--- config.mk ---
export PLATFORM = sky130hd
export DESIGN_NAME = asp_serial_port
export DESIGN_NICKNAME = d
export VERILOG_FILES = /design/src/verilog/asp_pkg.sv /design/src/verilog/asp_serial_port.sv /design/src/verilog/asp_pin_sync.sv
export SDC_FILE = /design/constraint.sdc
export NUM_CORES = 1
export LEC_CHECK = 0
export ABC_CLOCK_PERIOD_IN_PS = 4400
export BUFFER_PORTS_ARGS = -buffer_cell sky130_fd_sc_hd__buf_4
export CORE_UTILIZATION = 42
export DETAILED_ROUTE_END_ITERATION = 16
export GPL_ROUTABILITY_DRIVEN = 0
export SYNTH_ARGS = -nofsm -noshare
export SYNTH_HDL_FRONTEND = slang
export SYNTH_SLANG_ARGS = --single-unit
--- constraint.sdc ---
create_clock -name I_MCLK -period 4.4 [get_ports I_MCLK]
set_input_delay 0.22 -clock I_MCLK [delete_from_list [all_inputs] [get_ports I_MCLK]]
set_output_delay 0.22 -clock I_MCLK [all_outputs]
set_load 0.005 [all_outputs]
--- src/verilog/asp_pkg.sv ---
package asp_pkg;

    // Position of the start bit inside the configuration byte.
    localparam int unsigned START_BIT_POS = 7;
    localparam int unsigned CFG_WIDTH = 8;
    localparam int unsigned RESULT_WIDTH = 16;
    localparam logic [7:0] CFG_RESET = 8'h00;
    localparam logic [15:0] RESULT_RESET = 16'h0000;

    typedef enum logic [1:0] {
        ASP_IDLE = 2'b00,
        ASP_HUNT = 2'b01,
        ASP_CFG = 2'b10,
        ASP_DATA = 2'b11
    } asp_state_t;

    // Synchronised pin levels with edge flags.
    typedef struct packed {
        logic cs_n;
        logic sclk_rise;
        logic sclk_fall;
        logic din;
    } asp_pins_t;

    typedef struct packed {
        logic [2:0] cs_n_sync;
        logic [2:0] sclk_sync;
        logic [1:0] din_sync;
    } asp_sync_t;

    typedef struct packed {
        asp_state_t state;
        logic [7:0] cfg_shift;
        logic [2:0] cfg_count;
        logic [15:0] out_shift;
        logic sdo;
        logic sdo_oe;
        logic cfg_valid;
        logic [7:0] cfg_word;
        logic ready_strobe;
    } asp_core_t;

endpackage

--- src/verilog/asp_serial_port.sv ---
`timescale 1ns/1ps
`default_nettype none
// How it works
// - Selected: sample input on clock rise.
// - Selected: shift output on clock fall.
// - Deselected: ignore clock and input entirely.
// - Deselected: release serial output to high-impedance.
// - Internal timing: ready strobe rises on result.
// - External timing: ready strobe held low.
// - Ready strobe always driven, regardless of select.
// - First one after select starts configuration byte; a byte cut off by deselect resumes instead.
module asp_serial_port
    import asp_pkg::*;
(
    input wire logic I_MCLK,
    input wire logic I_RST,
    input wire logic I_CS_N,
    input wire logic I_SCLK,
    input wire logic I_DIN,
    input wire logic I_INT_CLK_MODE,
    input wire logic I_RESULT_VALID,
    input wire logic [15:0] I_RESULT,
    output logic O_DOUT,
    output logic O_DOUT_OE,
    output logic O_RESULT_READY_STROBE,
    output logic O_CFG_VALID,
    output logic [7:0] O_CFG_BYTE
);
    // Every register of the port outside the pin synchroniser lives in this one
    // record, so that reset and update each stay in one place.
    typedef struct packed {
        asp_core_t core;
        logic [1:0] mode_sync;
        logic [1:0] res_sync;
        logic [15:0] result_hold;
    } asp_port_state_t;

    asp_pins_t pins;
    asp_port_state_t st_reg;
    asp_port_state_t st_next;
    logic int_timing;
    logic result_seen;

    // A one on the input at a detected rise opens a configuration byte.
    function automatic logic start_bit_seen(input asp_pins_t p);
        return p.sclk_rise & p.din;
    endfunction

    // The start bit already counts as the first of the eight bits.
    function automatic asp_core_t open_byte(input asp_core_t c);
        asp_core_t r;
        r = c;
        r.state = ASP_CFG;
        r.cfg_shift = {7'h00, 1'b1};
        r.cfg_count = 3'h1;
        return r;
    endfunction

    // Takes one bit into the byte; the eighth bit hands the byte over and
    // loads the held result for the data phase.
    function automatic asp_core_t take_bit(input asp_core_t c, input logic d,
                                          input logic [15:0] result);
        asp_core_t r;
        r = c;
        r.cfg_shift = {c.cfg_shift[6:0], d};
        r.cfg_count = c.cfg_count + 3'h1;
        if (c.cfg_count == 3'(START_BIT_POS)) begin
            r.cfg_valid = 1'b1;
            r.cfg_word = {c.cfg_shift[6:0], d};
            r.out_shift = result;
            r.state = ASP_DATA;
        end
        return r;
    endfunction

    // Puts the next result bit on the line, most significant first; zeros
    // follow once all sixteen bits are out.
    function automatic asp_core_t send_bit(input asp_core_t c);
        asp_core_t r;
        r = c;
        r.sdo = c.out_shift[15];
        r.out_shift = {c.out_shift[14:0], 1'b0};
        return r;
    endfunction

    // Deselect releases the output and leaves a byte where it stood, so a
    // later select resumes it; only a bare hunt is dropped.
    function automatic asp_core_t park(input asp_core_t c);
        asp_core_t r;
        r = c;
        r.sdo_oe = 1'b0;
        if (c.state == ASP_HUNT) begin
            r.state = ASP_IDLE;
        end
        return r;
    endfunction

    // Pin levels and edges arrive two system clocks after the pins move,
    // which the slowest legal link half period leaves ample room for.
    asp_pin_sync u_sync (
        .i_clk(I_MCLK),
        .i_rst(I_RST),
        .i_cs_n(I_CS_N),
        .i_sclk(I_SCLK),
        .i_din(I_DIN),
        .o_pins(pins)
    );

    // A transfer runs: select low, a hunt for the start bit, seven more bits
    // on detected rises, a one-cycle byte flag, then one result bit per
    // detected fall. A one seen during the data phase starts a new byte.
    always_comb begin
        st_next = st_reg;
        // Mode and result flag come from the converter side; stage 0 of each
        // chain is read by stage 1 only.
        st_next.mode_sync = {st_reg.mode_sync[0], I_INT_CLK_MODE};
        st_next.res_sync = {st_reg.res_sync[0], I_RESULT_VALID};
        int_timing = st_reg.mode_sync[1];
        result_seen = st_reg.res_sync[1];
        // The word is taken only while its synchronised flag says it is settled.
        if (result_seen) begin
            st_next.result_hold = I_RESULT;
        end
        st_next.core.cfg_valid = 1'b0;
        // The strobe ignores the select, so it is driven in every state.
        st_next.core.ready_strobe = int_timing & result_seen;
        if (pins.cs_n) begin
            st_next.core = park(st_next.core);
        end else begin
            st_next.core.sdo_oe = 1'b1;
            case (st_reg.core.state)
                ASP_IDLE: begin
                    st_next.core.state = ASP_HUNT;
                end
                ASP_HUNT: begin
                    if (start_bit_seen(pins)) begin
                        st_next.core = open_byte(st_next.core);
                    end
                end
                ASP_CFG: begin
                    if (pins.sclk_rise) begin
                        st_next.core = take_bit(st_next.core, pins.din, st_reg.result_hold);
                    end
                end
                ASP_DATA: begin
                    if (pins.sclk_fall) begin
                        st_next.core = send_bit(st_next.core);
                    end
                    if (start_bit_seen(pins)) begin
                        st_next.core = open_byte(st_next.core);
                    end
                end
                default: begin
                    st_next.core.state = ASP_IDLE;
                end
            endcase
        end
    end

    // Reset leaves the output released and the strobe low until the
    // synchronised mode and result flags say otherwise.
    always_ff @(posedge I_MCLK or posedge I_RST) begin
        if (I_RST) begin
            st_reg.core.state <= ASP_IDLE;
            st_reg.core.cfg_shift <= CFG_RESET;
            st_reg.core.cfg_count <= 3'h0;
            st_reg.core.out_shift <= RESULT_RESET;
            st_reg.core.sdo <= 1'b0;
            st_reg.core.sdo_oe <= 1'b0;
            st_reg.core.cfg_valid <= 1'b0;
            st_reg.core.cfg_word <= CFG_RESET;
            st_reg.core.ready_strobe <= 1'b0;
            st_reg.mode_sync <= 2'h0;
            st_reg.res_sync <= 2'h0;
            st_reg.result_hold <= RESULT_RESET;
        end else begin
            st_reg <= st_next;
        end
    end

    // Every output comes straight from a flip-flop.
    assign O_DOUT = st_reg.core.sdo;
    assign O_DOUT_OE = st_reg.core.sdo_oe;
    assign O_RESULT_READY_STROBE = st_reg.core.ready_strobe;
    assign O_CFG_VALID = st_reg.core.cfg_valid;
    assign O_CFG_BYTE = st_reg.core.cfg_word;
endmodule
`default_nettype wire

--- src/verilog/asp_pin_sync.sv ---
`timescale 1ns/1ps
`default_nettype none
module asp_pin_sync
    import asp_pkg::*;
(
    input wire logic i_clk,
    input wire logic i_rst,
    input wire logic i_cs_n,
    input wire logic i_sclk,
    input wire logic i_din,
    output asp_pins_t o_pins
);
    asp_sync_t sync_reg;
    asp_sync_t sync_next;

    // Stage 0 feeds only stage 1; edges compare stages 1 and 2.
    always_comb begin
        sync_next.cs_n_sync = {sync_reg.cs_n_sync[1:0], i_cs_n};
        sync_next.sclk_sync = {sync_reg.sclk_sync[1:0], i_sclk};
        sync_next.din_sync = {sync_reg.din_sync[0], i_din};
    end

    always_ff @(posedge i_clk or posedge i_rst) begin
        if (i_rst) begin
            sync_reg <= '{cs_n_sync: 3'h7, sclk_sync: 3'h0, din_sync: 2'h0};
        end else begin
            sync_reg <= sync_next;
        end
    end

    always_comb begin
        o_pins.cs_n = sync_reg.cs_n_sync[1];
        o_pins.sclk_rise = sync_reg.sclk_sync[1] & ~sync_reg.sclk_sync[2];
        o_pins.sclk_fall = ~sync_reg.sclk_sync[1] & sync_reg.sclk_sync[2];
        o_pins.din = sync_reg.din_sync[1];
    end
endmodule
`default_nettype wire

==> impl_metrics.yaml <==
status:
  status: "finished, violations left"
  violations: "design-rule violations"
routing:
  highest_layer: "met4"
  routed_wl_mm: 5.06
  drt-pass1-iter-count: 10
  antenna_left: 0
  drc_errors: 4
  drt_iter0_drc: 89
  wl_per_cell_um: 14.3
  met1Wirelength_mm: 2.48
  route.vias.total: 1835
  met3_length_um: 248
  wl_met2_mm: 2.26
  viasPerCell: 5.18
grt:
  antenna_found_initial: 0
  track_usage: 0.160
  first_global_vias: 1827
  grt_max_degree: 50
  grt_pass1_wl_mm: 8.74
  grt_overflow: 0
layout:
  fillers: 574
  layout-drive-gt1-share: 0.274
  largest_reg_flops: 44
  diodes: 0
  final_area_mm2: 0.00335
  fin_nets: 300
  syn2layout_area_growth_pct: 16.1
  layout_common_cells: "dfrtp_1 (65), buf_4 (36), nand2_1 (23), a2bb2oi_1 (16), mux2_2 (16)"
  final_common_cell: "dfrtp_1"
sta:
  rsz0062_at_grt: "false"
  setup_viol: 0
  fin_crit_sh: 0.479
  tightest_slew_ns: 0.973
  skew_ns: 0.00680
  finalSetupTns_ns: 0
  slew_violations: 0
  finalCriticalPeriod_ns: 2.11
  clock.fmax_ghz: 0.474
  hold_violations: 0
  max_slew_margin: 0.352
cts:
  clkSinkCount: 67
  clock_latency_ns: 0.33
  numCtsBuffers: 9
  clock-root-buffer: "clkbuf_8"
  clk_pin_slew_ns: 0.07
  clock_path_buffers: 2
  ctsHtreeMaxLevel: 3
  ctsResizeCount: 0
  tritoncts: "built"
floorplanning:
  rows: 29
  die_h_um: 84.9
  die_x_um: 84.9
  dieArea_mm2: 0.00721
  io-pin-count: 35
  core_region_area_mm2: 0.00649
  start_util: 0.444
critical_path:
  worst-path-buf-inv: 0
  slowest_delay_ns: 0.90
  cp.required_ns: 4.68
  worstSetupPathType: "flip-flop to flip-flop"
  worstPathMaxFanout: 24
  start_kind: "flip-flop"
  crit_path_start: "st_reg[60]"
  cp-end-kind: "flip-flop"
  crit_arrival_ns: 2.38
  path_cells: "and4bb_1 > nand2_1 > nor2_4 > a22o_1"
  critPathSlowestCell: "and4bb_1"
  cpLargestDelayFamily: "simple AND/OR/NAND/NOR gates"
  r2r-start: "st_reg[60]"
synthesis:
  yosysWarningCount: 0
  yosysSeqAreaShare: 0.582
  synth_area_mm2: 0.00289
  ys_types: 33
  postSynthAreaPerCell_um2: 11.9
  syn-num-nets: 269
  netlist_top_cells_area: "dfrtp_1 (56%), mux2_2 (6.2%), mux2i_1 (5.2%), a2bb2oi_1 (4.9%), nand2_1 (3.0%)"
  ys_ff_latch: 67
  synth_top_area_frac: 0.564
  yosysTopAreaCell: "dfrtp_1"
  syn_inst: 243
hold_path:
  worstHoldStart: "I_RESULT[0]"
  holdCritPathClass: "input port to flip-flop"
power_and_ir_drop:
  total_power_uw: 1600
  power.leakage_uw: 0.00157
  vdd_drop_max_mv: 0.224
  power.density_mw_per_mm2: 478
placed_design:
  dp_hpwl_mm: 3.30
  dpl-instance-area_mm2: 0.00311
  port_buffers: 34
run:
  maxCapViolCount: 0
==> timing repair <==
item                                   in CTS  in global routing
hold buffers                                6                  0
buffers inserted                            0                  0
setup endpoints to repair                   0                  0
endpoints found under the hold margin      22                  0
==> synthesized netlist by cell type (all sizes together) <==
master and n:
a21oi 5, a22o 6, a2bb2oi 16, a31o 1
and2 1, and3b 1, and4bb 1, buf 21
clkbuf 1, dfrtp 65, dfstp 2, ha 3
inv 13, mux2 16, mux2i 15, nand2 23
nand2b 2, nand3 9, nand4 1, nor2 5
nor2b 1, nor3 1, nor3b 1, o211ai 1
o21ai 30, or2 1, or3b 1
==> per-stage QoR <==
step	setup WS, ns	hold slack [ns]	utilization	std cells
6_report	2.29	0.101	0.516	354
3_3_place_gp	2.42	0.238	0.479	334
3_5_place_dp	2.33	0.245	0.479	334
2_1_floorplan	2.50	0.224	-	243
5_1_grt	2.16	0.0963	0.516	354
4_1_cts	2.32	0.0837	0.516	354
==> path summary, 6_finish.rpt <==
path	slack, ns	end	cells after the start
worst max-delay path	2.29	O_CFG_BYTE[1]	4
worst min-delay path	0.10	st_reg[0]	3
worst max register to register	2.29	O_CFG_BYTE[1]	4
worst min register to register	0.35	result_seen	0
max in group asynchronous	3.02	st_reg[5]	4
min in group asynchronous	0.44	u_sync.sync_next[1]	3
==> kinds of logic after synthesis <==
kind of cell / synth area share
flops: 0.582
compound gates: 0.141
simple gates: 0.0832
buf+inv: 0.0663
mux: 0.114
fa+ha+maj: 0.0130
==> where the power goes <==
part / internal [µW] / switching [µW]
logic: 166 / 154
clock network: 269 / 218
registers: 708 / 86.0
total: 1140 / 457
==> metal layers <==
| layer | vias up | track usage |
|---|---|---|
| met1 | 874 | 0.213 |
| met3 | 10 | 0.0535 |
| li1 | 902 | - |
| met2 | 49 | 0.242 |
| met5 | - | 0 |
| met4 | 0 | 0.0647 |
==> final cells by class <==
class,instances,area [µm²],area share
tap,77,96.3,0.0287
timing repair buffer,42,330,0.0985
multi-input combinational,141,1020,0.303
sequential,67,1680,0.501
clock buffer,11,141,0.0422
clock inverter,3,40.0,0.0119
inverter,13,48.8,0.0146
==> worst reg2reg max path: stages, from the launching register on <==
cell	delay (ns)
dfrtp_1	0.53
and4bb_1	0.90
nand2_1	0.24
nor2_4	0.21
a22o_1	0.16
Power figures use the tool's default switching activity.
